`config.mk`:
```
export PLATFORM = sky130hd
export DESIGN_NAME = hps_dev_flat
export DESIGN_NICKNAME = d
export VERILOG_FILES = /design/src/hps_pkg.sv /design/src/hps_if.sv /design/src/hps_dev.sv /design/src/flat_wrapper.sv
export SDC_FILE = /design/constraint.sdc
export NUM_CORES = 1
export LEC_CHECK = 0
export BUFFER_PORTS_ARGS = -buffer_cell sky130_fd_sc_hd__clkbuf_2
export CORE_MARGIN = 2
export CORE_UTILIZATION = 45
export DETAILED_ROUTE_END_ITERATION = 8
export HOLD_SLACK_MARGIN = 0.03
export PLACE_DENSITY_LB_ADDON = 0.15
export SYNTH_ARGS = -nofsm -noshare
export SYNTH_HDL_FRONTEND = slang
export SYNTH_SLANG_ARGS = --single-unit
```
`constraint.sdc`:
```
create_clock -name CORE_CLK -period 1.07 [get_ports CORE_CLK]
set_input_delay 0.107 -clock CORE_CLK [delete_from_list [all_inputs] [get_ports CORE_CLK]]
set_output_delay 0.107 -clock CORE_CLK [all_outputs]
set_load 0.1 [all_outputs]
```
`src/hps_pkg.sv`:
```
package hps_pkg;
  // Access-control decode values
  localparam logic [1:0] HPS_ACC_CTRL     = 2'h0;
  localparam logic [1:0] HPS_ACC_DATA_INC = 2'h1;
  localparam logic [1:0] HPS_ACC_ADDR     = 2'h2;
  localparam logic [1:0] HPS_ACC_DATA     = 2'h3;
  // Byte-enable encodings (active low)
  localparam logic [1:0] HPS_BE_WORD  = 2'h0;
  localparam logic [1:0] HPS_BE_UPPER = 2'h1;
  localparam logic [1:0] HPS_BE_LOWER = 2'h2;
  localparam logic [1:0] HPS_BE_RSVD  = 2'h3;
  // Reset values
  localparam logic       HPS_RDY_RST  = 1'b1;
  localparam logic       HPS_IRQ_RST  = 1'b0;
  // Host strobe count; minimum strobe width is this plus one clock cycle
  localparam int         HPS_HOST_STROBE_CYC = 8;

  typedef enum logic [1:0] {
    HPS_SEL_CTRL,
    HPS_SEL_ADDR,
    HPS_SEL_DATA
  } hps_sel_t;

  // Decode access control; mux selects two-bit meaning, else bit 0 only
  function automatic hps_sel_t hps_decode(input logic mux, input logic [1:0] ctl);
    hps_sel_t s;
    s = HPS_SEL_CTRL;
    if (!mux) begin
      s = ctl[0] ? HPS_SEL_DATA : HPS_SEL_CTRL;
    end else begin
      case (ctl)
        HPS_ACC_CTRL: s = HPS_SEL_CTRL;
        HPS_ACC_ADDR: s = HPS_SEL_ADDR;
        default:      s = HPS_SEL_DATA;
      endcase
    end
    return s;
  endfunction
endpackage
```
`src/hps_if.sv`:
```
`timescale 1ns/100ps
`default_nettype none
interface hps_if;
  logic       port_select_n;
  logic       data_strobe_a_n;
  logic       data_strobe_b_n;
  logic       addr_strobe_n;
  logic [1:0] access_ctl;
  logic [1:0] byte_enables_n;
  logic       read_not_write;
  logic       port_ready;
  logic       dsp_to_host_irq;

  modport dev (
    input  port_select_n, data_strobe_a_n, data_strobe_b_n, addr_strobe_n,
    input  access_ctl, byte_enables_n, read_not_write,
    output port_ready, dsp_to_host_irq
  );
  modport host (
    output port_select_n, data_strobe_a_n, data_strobe_b_n, addr_strobe_n,
    output access_ctl, byte_enables_n, read_not_write,
    input  port_ready, dsp_to_host_irq
  );
endinterface
`default_nettype wire

```
`src/hps_dev.sv`:
```
//Contract
//- One derived strobe times all transfers
//- Host holds select low while strobing
//- Strobes ignored while select high
//- Single low strobe: other input high
//- Single high strobe: other input low
//- Separate read/write strobes, one each input (here either input strobes; direction comes from read_not_write)
//- Ready low while busy, high when done
//- Ready forced high while select high
//- Select tied to strobe limits ready
//- Nonmux: bit0 picks control or data
//- Mux: two bits pick ctrl/inc/addr/data
//- Address strobe used only in mux
//- Mux: capture controls at address strobe
//- Unused address strobe held high
//- Irq pin follows CPU status bit
//- Strobe is XNOR of strobes, gated
//- Direction high read, low write
//- Byte enables: word, upper, lower, reserved
//- Nonmux: sample controls at strobe fall
//
// Chosen here: the placing of the registers and the strobed register port.
`timescale 1ns/100ps
`default_nettype none
module hps_dev #(
  parameter int ACC_CYC = 4
) (
  // Clock and reset
  input  wire logic         CORE_CLK,
  input  wire logic         NRST,
  // Link
  hps_if.dev                LINK,
  // Configuration and CPU status
  input  wire logic         MUX_MODE,
  input  wire logic         CPU_STATUS3_DSP_TO_HOST_IRQ,
  // Access request to internal engine
  output logic              ACC_REQ,
  output hps_pkg::hps_sel_t ACC_SEL,
  output logic              ACC_INC,
  output logic              ACC_RNW,
  output logic [1:0]        ACC_BE_N,
  output logic              ACC_BE_BAD,
  input  wire logic         ACC_DONE
);
  import hps_pkg::*;

  logic       cs_s1_q, cs_s2_q, a_s1_q, a_s2_q, b_s1_q, b_s2_q, as_s1_q, as_s2_q;
  logic [4:0] lv_s1_q, lv_s2_q;
  logic       strb_q, as_q, busy_q, rdy_q;
  logic [1:0] ctl_lat_q, be_lat_q;
  logic       rnw_lat_q;
  logic       strb_n_d, strb_fall, as_fall;
  logic [1:0] ctl_use;
  logic [1:0] be_use;
  logic       rnw_use;

  // Two-flop synchronisers on every host pin
  always_ff @(posedge CORE_CLK) begin
    if (!NRST) begin
      cs_s1_q <= 1'b1; cs_s2_q <= 1'b1;
      a_s1_q  <= 1'b1; a_s2_q  <= 1'b1;
      b_s1_q  <= 1'b1; b_s2_q  <= 1'b1;
      as_s1_q <= 1'b1; as_s2_q <= 1'b1;
      lv_s1_q <= 5'h00; lv_s2_q <= 5'h00;
    end else begin
      cs_s1_q <= LINK.port_select_n;   cs_s2_q <= cs_s1_q;
      a_s1_q  <= LINK.data_strobe_a_n; a_s2_q  <= a_s1_q;
      b_s1_q  <= LINK.data_strobe_b_n; b_s2_q  <= b_s1_q;
      as_s1_q <= LINK.addr_strobe_n;   as_s2_q <= as_s1_q;
      lv_s1_q <= {LINK.access_ctl, LINK.byte_enables_n, LINK.read_not_write};
      lv_s2_q <= lv_s1_q;
    end
  end

  // Active-low internal strobe; XNOR works for every polarity pairing
  assign strb_n_d  = cs_s2_q | (a_s2_q ~^ b_s2_q);
  assign strb_fall = strb_q & ~strb_n_d;
  // Address strobe is meaningless outside multiplexed mode
  assign as_fall   = MUX_MODE & as_q & ~as_s2_q;

  always_ff @(posedge CORE_CLK) begin
    if (!NRST) begin
      strb_q <= 1'b1;
      as_q   <= 1'b1;
    end else begin
      strb_q <= strb_n_d;
      as_q   <= as_s2_q;
    end
  end

  // Mux mode latches controls at address strobe so host may drop them early
  always_ff @(posedge CORE_CLK) begin
    if (!NRST) begin
      ctl_lat_q <= 2'h0;
      be_lat_q  <= HPS_BE_WORD;
      rnw_lat_q <= 1'b1;
    end else if (as_fall) begin
      ctl_lat_q <= lv_s2_q[4:3];
      be_lat_q  <= lv_s2_q[2:1];
      rnw_lat_q <= lv_s2_q[0];
    end
  end

  // In mux mode, live levels are used only in the cycle the address strobe rises; otherwise the latched ones
  always_comb begin
    if (MUX_MODE && as_s2_q && !as_q) begin
      ctl_use = lv_s2_q[4:3];
      be_use  = lv_s2_q[2:1];
      rnw_use = lv_s2_q[0];
    end else if (MUX_MODE) begin
      ctl_use = ctl_lat_q;
      be_use  = be_lat_q;
      rnw_use = rnw_lat_q;
    end else begin
      ctl_use = lv_s2_q[4:3];
      be_use  = lv_s2_q[2:1];
      rnw_use = lv_s2_q[0];
    end
  end

  // Sample cycle type on the strobe fall and launch one access
  always_ff @(posedge CORE_CLK) begin
    if (!NRST) begin
      ACC_REQ    <= 1'b0;
      ACC_SEL    <= HPS_SEL_CTRL;
      ACC_INC    <= 1'b0;
      ACC_RNW    <= 1'b1;
      ACC_BE_N   <= HPS_BE_WORD;
      ACC_BE_BAD <= 1'b0;
    end else begin
      ACC_REQ <= strb_fall & ~busy_q;
      if (strb_fall && !busy_q) begin
        ACC_SEL    <= hps_decode(MUX_MODE, ctl_use);
        ACC_INC    <= MUX_MODE & (ctl_use == HPS_ACC_DATA_INC);
        ACC_RNW    <= rnw_use;
        ACC_BE_N   <= be_use;
        ACC_BE_BAD <= (be_use == HPS_BE_RSVD);
      end
    end
  end

  // Busy from strobe detection to completion of the internal access
  always_ff @(posedge CORE_CLK) begin
    if (!NRST) busy_q <= 1'b0;
    else if (strb_fall) busy_q <= 1'b1;
    else if (ACC_DONE) busy_q <= 1'b0;
  end

  // Ready: low while busy, high when deselected regardless of state
  always_ff @(posedge CORE_CLK) begin
    if (!NRST) rdy_q <= HPS_RDY_RST;
    else       rdy_q <= cs_s2_q | ~(busy_q | strb_fall);
  end
  assign LINK.port_ready = rdy_q;

  // Interrupt pin follows the CPU status bit; software toggles it to pulse
  always_ff @(posedge CORE_CLK) begin
    if (!NRST) LINK.dsp_to_host_irq <= HPS_IRQ_RST;
    else       LINK.dsp_to_host_irq <= CPU_STATUS3_DSP_TO_HOST_IRQ;
  end
endmodule
`default_nettype wire

```
`src/flat_wrapper.sv`:
```
// flat-port wrapper written by rule: the top's interface ports become plain ports
module hps_dev_flat import hps_pkg::*;
#(
  parameter int ACC_CYC = 4
)
  (CORE_CLK, NRST, MUX_MODE, CPU_STATUS3_DSP_TO_HOST_IRQ, ACC_REQ, ACC_SEL, ACC_INC, ACC_RNW, ACC_BE_N, ACC_BE_BAD, ACC_DONE, LINK_port_select_n, LINK_data_strobe_a_n, LINK_data_strobe_b_n, LINK_addr_strobe_n, LINK_access_ctl, LINK_byte_enables_n, LINK_read_not_write, LINK_port_ready, LINK_dsp_to_host_irq);
  hps_if LINK_i ();
  input  wire logic CORE_CLK;
  input  wire logic NRST;
  input  wire logic MUX_MODE;
  input  wire logic CPU_STATUS3_DSP_TO_HOST_IRQ;
  output logic ACC_REQ;
  output hps_pkg::hps_sel_t ACC_SEL;
  output logic ACC_INC;
  output logic ACC_RNW;
  output logic [1:0] ACC_BE_N;
  output logic ACC_BE_BAD;
  input  wire logic ACC_DONE;
  input wire logic [$bits(LINK_i.port_select_n)-1:0] LINK_port_select_n;
  input wire logic [$bits(LINK_i.data_strobe_a_n)-1:0] LINK_data_strobe_a_n;
  input wire logic [$bits(LINK_i.data_strobe_b_n)-1:0] LINK_data_strobe_b_n;
  input wire logic [$bits(LINK_i.addr_strobe_n)-1:0] LINK_addr_strobe_n;
  input wire logic [$bits(LINK_i.access_ctl)-1:0] LINK_access_ctl;
  input wire logic [$bits(LINK_i.byte_enables_n)-1:0] LINK_byte_enables_n;
  input wire logic [$bits(LINK_i.read_not_write)-1:0] LINK_read_not_write;
  output wire logic [$bits(LINK_i.port_ready)-1:0] LINK_port_ready;
  output wire logic [$bits(LINK_i.dsp_to_host_irq)-1:0] LINK_dsp_to_host_irq;
  assign LINK_i.port_select_n = LINK_port_select_n;
  assign LINK_i.data_strobe_a_n = LINK_data_strobe_a_n;
  assign LINK_i.data_strobe_b_n = LINK_data_strobe_b_n;
  assign LINK_i.addr_strobe_n = LINK_addr_strobe_n;
  assign LINK_i.access_ctl = LINK_access_ctl;
  assign LINK_i.byte_enables_n = LINK_byte_enables_n;
  assign LINK_i.read_not_write = LINK_read_not_write;
  assign LINK_port_ready = LINK_i.port_ready;
  assign LINK_dsp_to_host_irq = LINK_i.dsp_to_host_irq;
  hps_dev #(.ACC_CYC(ACC_CYC)) u_core (.CORE_CLK(CORE_CLK), .NRST(NRST), .LINK(LINK_i), .MUX_MODE(MUX_MODE), .CPU_STATUS3_DSP_TO_HOST_IRQ(CPU_STATUS3_DSP_TO_HOST_IRQ), .ACC_REQ(ACC_REQ), .ACC_SEL(ACC_SEL), .ACC_INC(ACC_INC), .ACC_RNW(ACC_RNW), .ACC_BE_N(ACC_BE_N), .ACC_BE_BAD(ACC_BE_BAD), .ACC_DONE(ACC_DONE));
endmodule
```
# ---- Word level (Yosys, flattened, before mapping)
# Index checks and enable logic that the tools add are counted.
dict set report word_totals {
  ff_bits 36
  input_bits 14
  word_cells 58
}
dict set report classes {
  n_eq_ne 3
  muxes 11
  n_bitwise 13
  reduce_logical 7
}
# operator n
set op_table {}
lappend op_table {{2-bit two-way mux} 6}
lappend op_table {{1-bit bitwise AND} 5}
lappend op_table {{2-bit equality test, second input constant} 2}
lappend op_table {{1-bit two-way mux} 4}
lappend op_table {{1-bit inverter} 4}
lappend op_table {{2-bit one-hot mux with 2 select lines} 1}
lappend op_table {{1-bit logical AND} 3}
lappend op_table {{1-bit OR} 3}
lappend op_table {{2-bit by 1-bit equality test with 1-bit output, second input constant} 1}
lappend op_table {{1-bit zero test} 2}
lappend op_table {{2-bit zero test} 1}
lappend op_table {{2-bit nonzero test} 1}
lappend op_table {{1-bit bitwise XNOR} 1}

# ---- Logic depth before layout (Yosys ltp)
dict set report logic_depth {
  ltp_word 7
  mapped_depth 4
  mapped_depth_nobuf 3
}

# ---- Least setup slack after synthesis
# Ideal clock, no wire load.
dict set report synth_path {
  path_kind {reg2reg}
  startpoint {register u_core.ACC_BE_BAD (netlist name)}
  endpoint {register u_core.ACC_BE_BAD}
  arrival_ps 1277
  required_time_ps 982
  path_slack_ps -296
  path_stages_with_launch 3
  n_path_buf 0
  synth_period_minus_slack_ps 1366
  path_cell_list {dfxtp_1 > a21oi_1 > a311oi_2}
}
# item line
set synth_lines {}
lappend synth_lines {{to (signal assigned)} hps_dev.sv:137} ;# ACC_BE_BAD <= (be_use == HPS_BE_RSVD);
lappend synth_lines {{to (decl)} hps_dev.sv:42} ;# output logic ACC_BE_BAD,

# ---- Worst setup path in the final report
dict set report layout_path {
  startpoint {register u_core.a_s2_q}
  endpoint {register u_core.busy_q}
}
dict set report layout_via {
  elab_chain_cells 5
}
# item line
set layout_lines {}
lappend layout_lines {{from (decl)} hps_dev.sv:47} ;# logic cs_s1_q, cs_s2_q, a_s1_q, a_s2_q, b_s1_q, b_s2_q, as_s1_q, as_s2_q;
lappend layout_lines {{from (signal assigned)} hps_dev.sv:67} ;# a_s1_q <= LINK.data_strobe_a_n; a_s2_q <= a_s1_q;
lappend layout_lines {{1-bit bitwise XNOR *} hps_dev.sv:76} ;# assign strb_n_d = cs_s2_q | (a_s2_q ~^ b_s2_q);
lappend layout_lines {{1-bit OR *} hps_dev.sv:76}
lappend layout_lines {{1-bit inverter *} hps_dev.sv:77} ;# assign strb_fall = strb_q & ~strb_n_d;
lappend layout_lines {{1-bit bitwise AND *} hps_dev.sv:77}
lappend layout_lines {{1-bit two-way mux or 2-bit nonzero test (tied branches)} n/a}
lappend layout_lines {{to (signal assigned)} hps_dev.sv:144} ;# if (!NRST) busy_q <= 1'b0;
lappend layout_lines {{to (signal assigned)} hps_dev.sv:145} ;# else if (strb_fall) busy_q <= 1'b1;
lappend layout_lines {{to (signal assigned)} hps_dev.sv:146} ;# else if (ACC_DONE) busy_q <= 1'b0;
lappend layout_lines {{to (decl)} hps_dev.sv:49} ;# logic strb_q, as_q, busy_q, rdy_q;
# Every way passes the cells marked *; elsewhere a longest branch is shown, timed or not.
# A chain may end at the register's enable or synchronous reset.

==> run metrics <==
Nets=174; Max-Cap Viols=0; first-pass GRT wire length=3.66 mm; NetSw=589 uW; static leakage=0.000759 uW; Slew @ Worst Pin=0.257 ns; area of placed instances=1630 um^2; Startpoint Class=register; Max VDD drop=1280 uV; via count=956; RSZ-0062 raised after global routing=yes; final setup violation count=9; Yosys cell types=28; Initial DRC Count=25; Total GRT Usage=0.149; failing checks=negative setup slack; placed cell count=172; ranking of synthesized cells by area=dfxtp_1, a311oi_2, and2_1, nand2b_1, mux2i_1; Tot Pwr=2490 uW; fin area=1850 um^2; final WL=2.26 mm; Layout area overhead=44.1%; grt peak-use layer=met2; f_max=0.904 GHz; PD cells=1350 nW/um^2; Syn Inst Count=115; Seq pwr share=0.568; number of port buffers=23; switching share of total power=0.237; Clk pin slew, worst setup/hold paths=0.11 ns; status=complete, but fails checks; crit end category=register; H-tree lvl count=2; grt met3 use=0.0703; predominant post-synthesis flop cell=dfxtp_1; layout cells sized above 1=0.431; Fin Hold WS=0.0844 ns; vias in the first global route=887; Final Max Slew Viols=0; Largest stage delay, worst path=0.34 ns; number of flops mapped to enable cells by yosys=0; CTS Sinks=36; DR pass1 iterations=4; Initial Utilization=0.469; Yosys Warn Count=0; met2 Track Usage GR=0.245; # fillers=212; post-route clock skew=0.00774 ns; die height=57.4 um; final setup margin=-0.0358 ns; CTS tree=yes; proportion of power drawn by the clock network=0.318; Skew-Pair Late Insertion Delay=0.34 ns; GP Congestion=0.704; Top Ports=24; largest net degree at the start of global routing=20; total grt overflow=0; Non-Filler Instances=191; area leader, netlist=dfxtp_1; CTS Buf Count=5; Net Count, Synth=129; Routed Antenna Nets=0; CP max stage cell=dfxtp_2; initial antenna violation count=0; WL/cell=11.8 um; GR met1 Demand/Resource=0.160; asr flop ratio synth=0; top cell type's share of synthesized area=0.563; syn_area_per_cell=11.1 um^2; part of the cycle the worst path needs=1.03; hold crit path type=in -> reg; Comb pwr share=0.114; DIE AREA=3290 um^2; Core Footprint=2730 um^2; CP cell instances=xor2_2, buf_4, and3b_1, o21a_1; hpwl dp=1.51 mm; final hold violations=0; DRC viols=0; Crit path required time=1.31 ns; synthesized area=1280 um^2; Yosys reg bits=36; most frequent cells in the layout=dfxtp_1, dfxtp_2, clkbuf_2; setup tns final=-0.204 ns; Die X-Extent=57.4 um; Final min period=1.11 ns; clk buf depth=2; clk root buf=clkbuf_4; commonest non-fill, non-tap cell in the layout=dfxtp_1; Rows=19; Max-slew headroom=0.828; post-synthesis sequential area ratio=0.563; WP data arrival=1.35 ns; crit-path max FO=5; Internal Power=1900 uW; vias per cell=5.01; critical path type=reg -> reg; # diodes=0
## power by group through the flow
stage / Sequential, uW / Clock [uW] / Combinational (uW)
after global routing: 1420 / 868 / 303
after floorplan: 1490 / 0 / 92.8
after global placement: 1440 / 0 / 236
after detailed placement: 1440 / 0 / 241
final: 1410 / 791 / 284
after CTS: 1410 / 819 / 278
## final cells by class
class                      count  area [um^2]  area share
clock buffer                   7         65.1      0.0352
inverter                       2         7.51     0.00407
multi-input combinational     71          542       0.293
sequential                    36          738       0.400
tap                           31         38.8      0.0210
timing repair buffer          44          455       0.247
## routing by layer
layer	up-vias	wire length [um]
met1	443	917
met2	22	1190
met4	0	27
li1	487	-
met5	-	0
met3	4	120
## cell families (layout without fill, tap and decap cells)
kind of cell,Yosys count,count (layout),share of synthesized area
simple gates,44,44,0.225
flops,36,36,0.562
compound gates,21,21,0.136
buf+inv,8,53,0.0313
mux,5,5,0.0391
xor+xnor,1,1,0.00684
## synth_stat cells, types with 2 or more instances
| cell type | instances |
|---|---|
| clkbuf_1 | 3 |
| dfxtp_1 | 36 |
| inv_1 | 2 |
| nand2b_1 | 10 |
| a311oi_2 | 6 |
| a21oi_1 | 6 |
| nand3_1 | 4 |
| nor2_1 | 5 |
| and2_1 | 12 |
| buf_2 | 2 |
| o21ai_0 | 5 |
| nand4b_1 | 4 |
| mux2i_1 | 5 |
## final timing paths
path / from / slack (ns) / endpoint / depth (start not counted)
min reg2reg: u_core.as_s1_q$_SDFF_PN1_ / 0.42 / u_core.as_s2_q$_SDFF_PN1_ / 1
max: u_core.a_s2_q$_SDFF_PN1_ / -0.04 / u_core.busy_q$_SDFFE_PN0P_ / 4
max reg2reg: u_core.a_s2_q$_SDFF_PN1_ / -0.04 / u_core.busy_q$_SDFFE_PN0P_ / 4
min: ACC_DONE / 0.08 / u_core.busy_q$_SDFFE_PN0P_ / 3
## registers in the layout, summed over array words and instances, names as in the netlist, 2 cells and up
register,cells
u_core.lv_s1_q,5
u_core.lv_s2_q,5
u_core.ACC_BE_N,2
u_core.ACC_SEL,2
u_core.be_lat_q,2
u_core.ctl_lat_q,2
## critical path: cells and delay by family, from the launching register on
| family | cells | cell delay [ns] |
|---|---|---|
| and+or+nand+nor | 1 | 0.17 |
| xor gates and xnor gates | 1 | 0.18 |
| DFF | 1 | 0.34 |
| buffers and inverters | 1 | 0.16 |
| AOI/OAI and AO/OA | 1 | 0.16 |
## metrics by stage
step	setup WS (ns)	utilization
after global routing	-0.0931	0.676
after detailed placement	-0.0738	0.596
after global placement	-0.0278	0.596
after floorplan	-0.0584	-
after CTS	-0.0386	0.665
final	-0.0358	0.676
## repair_timing
item | 4_1_cts | 5_1_grt
buffers inserted | 1 | 1
endpoints found under the setup margin | 10 | 11
cloned | 1 | 0
resized for setup | 8 | 8
pin swaps | 9 | 5
hold buffers | 10 | 0
endpoints found under the hold margin | 10 | 0
Note: power is estimated with default switching activity, not from simulation.
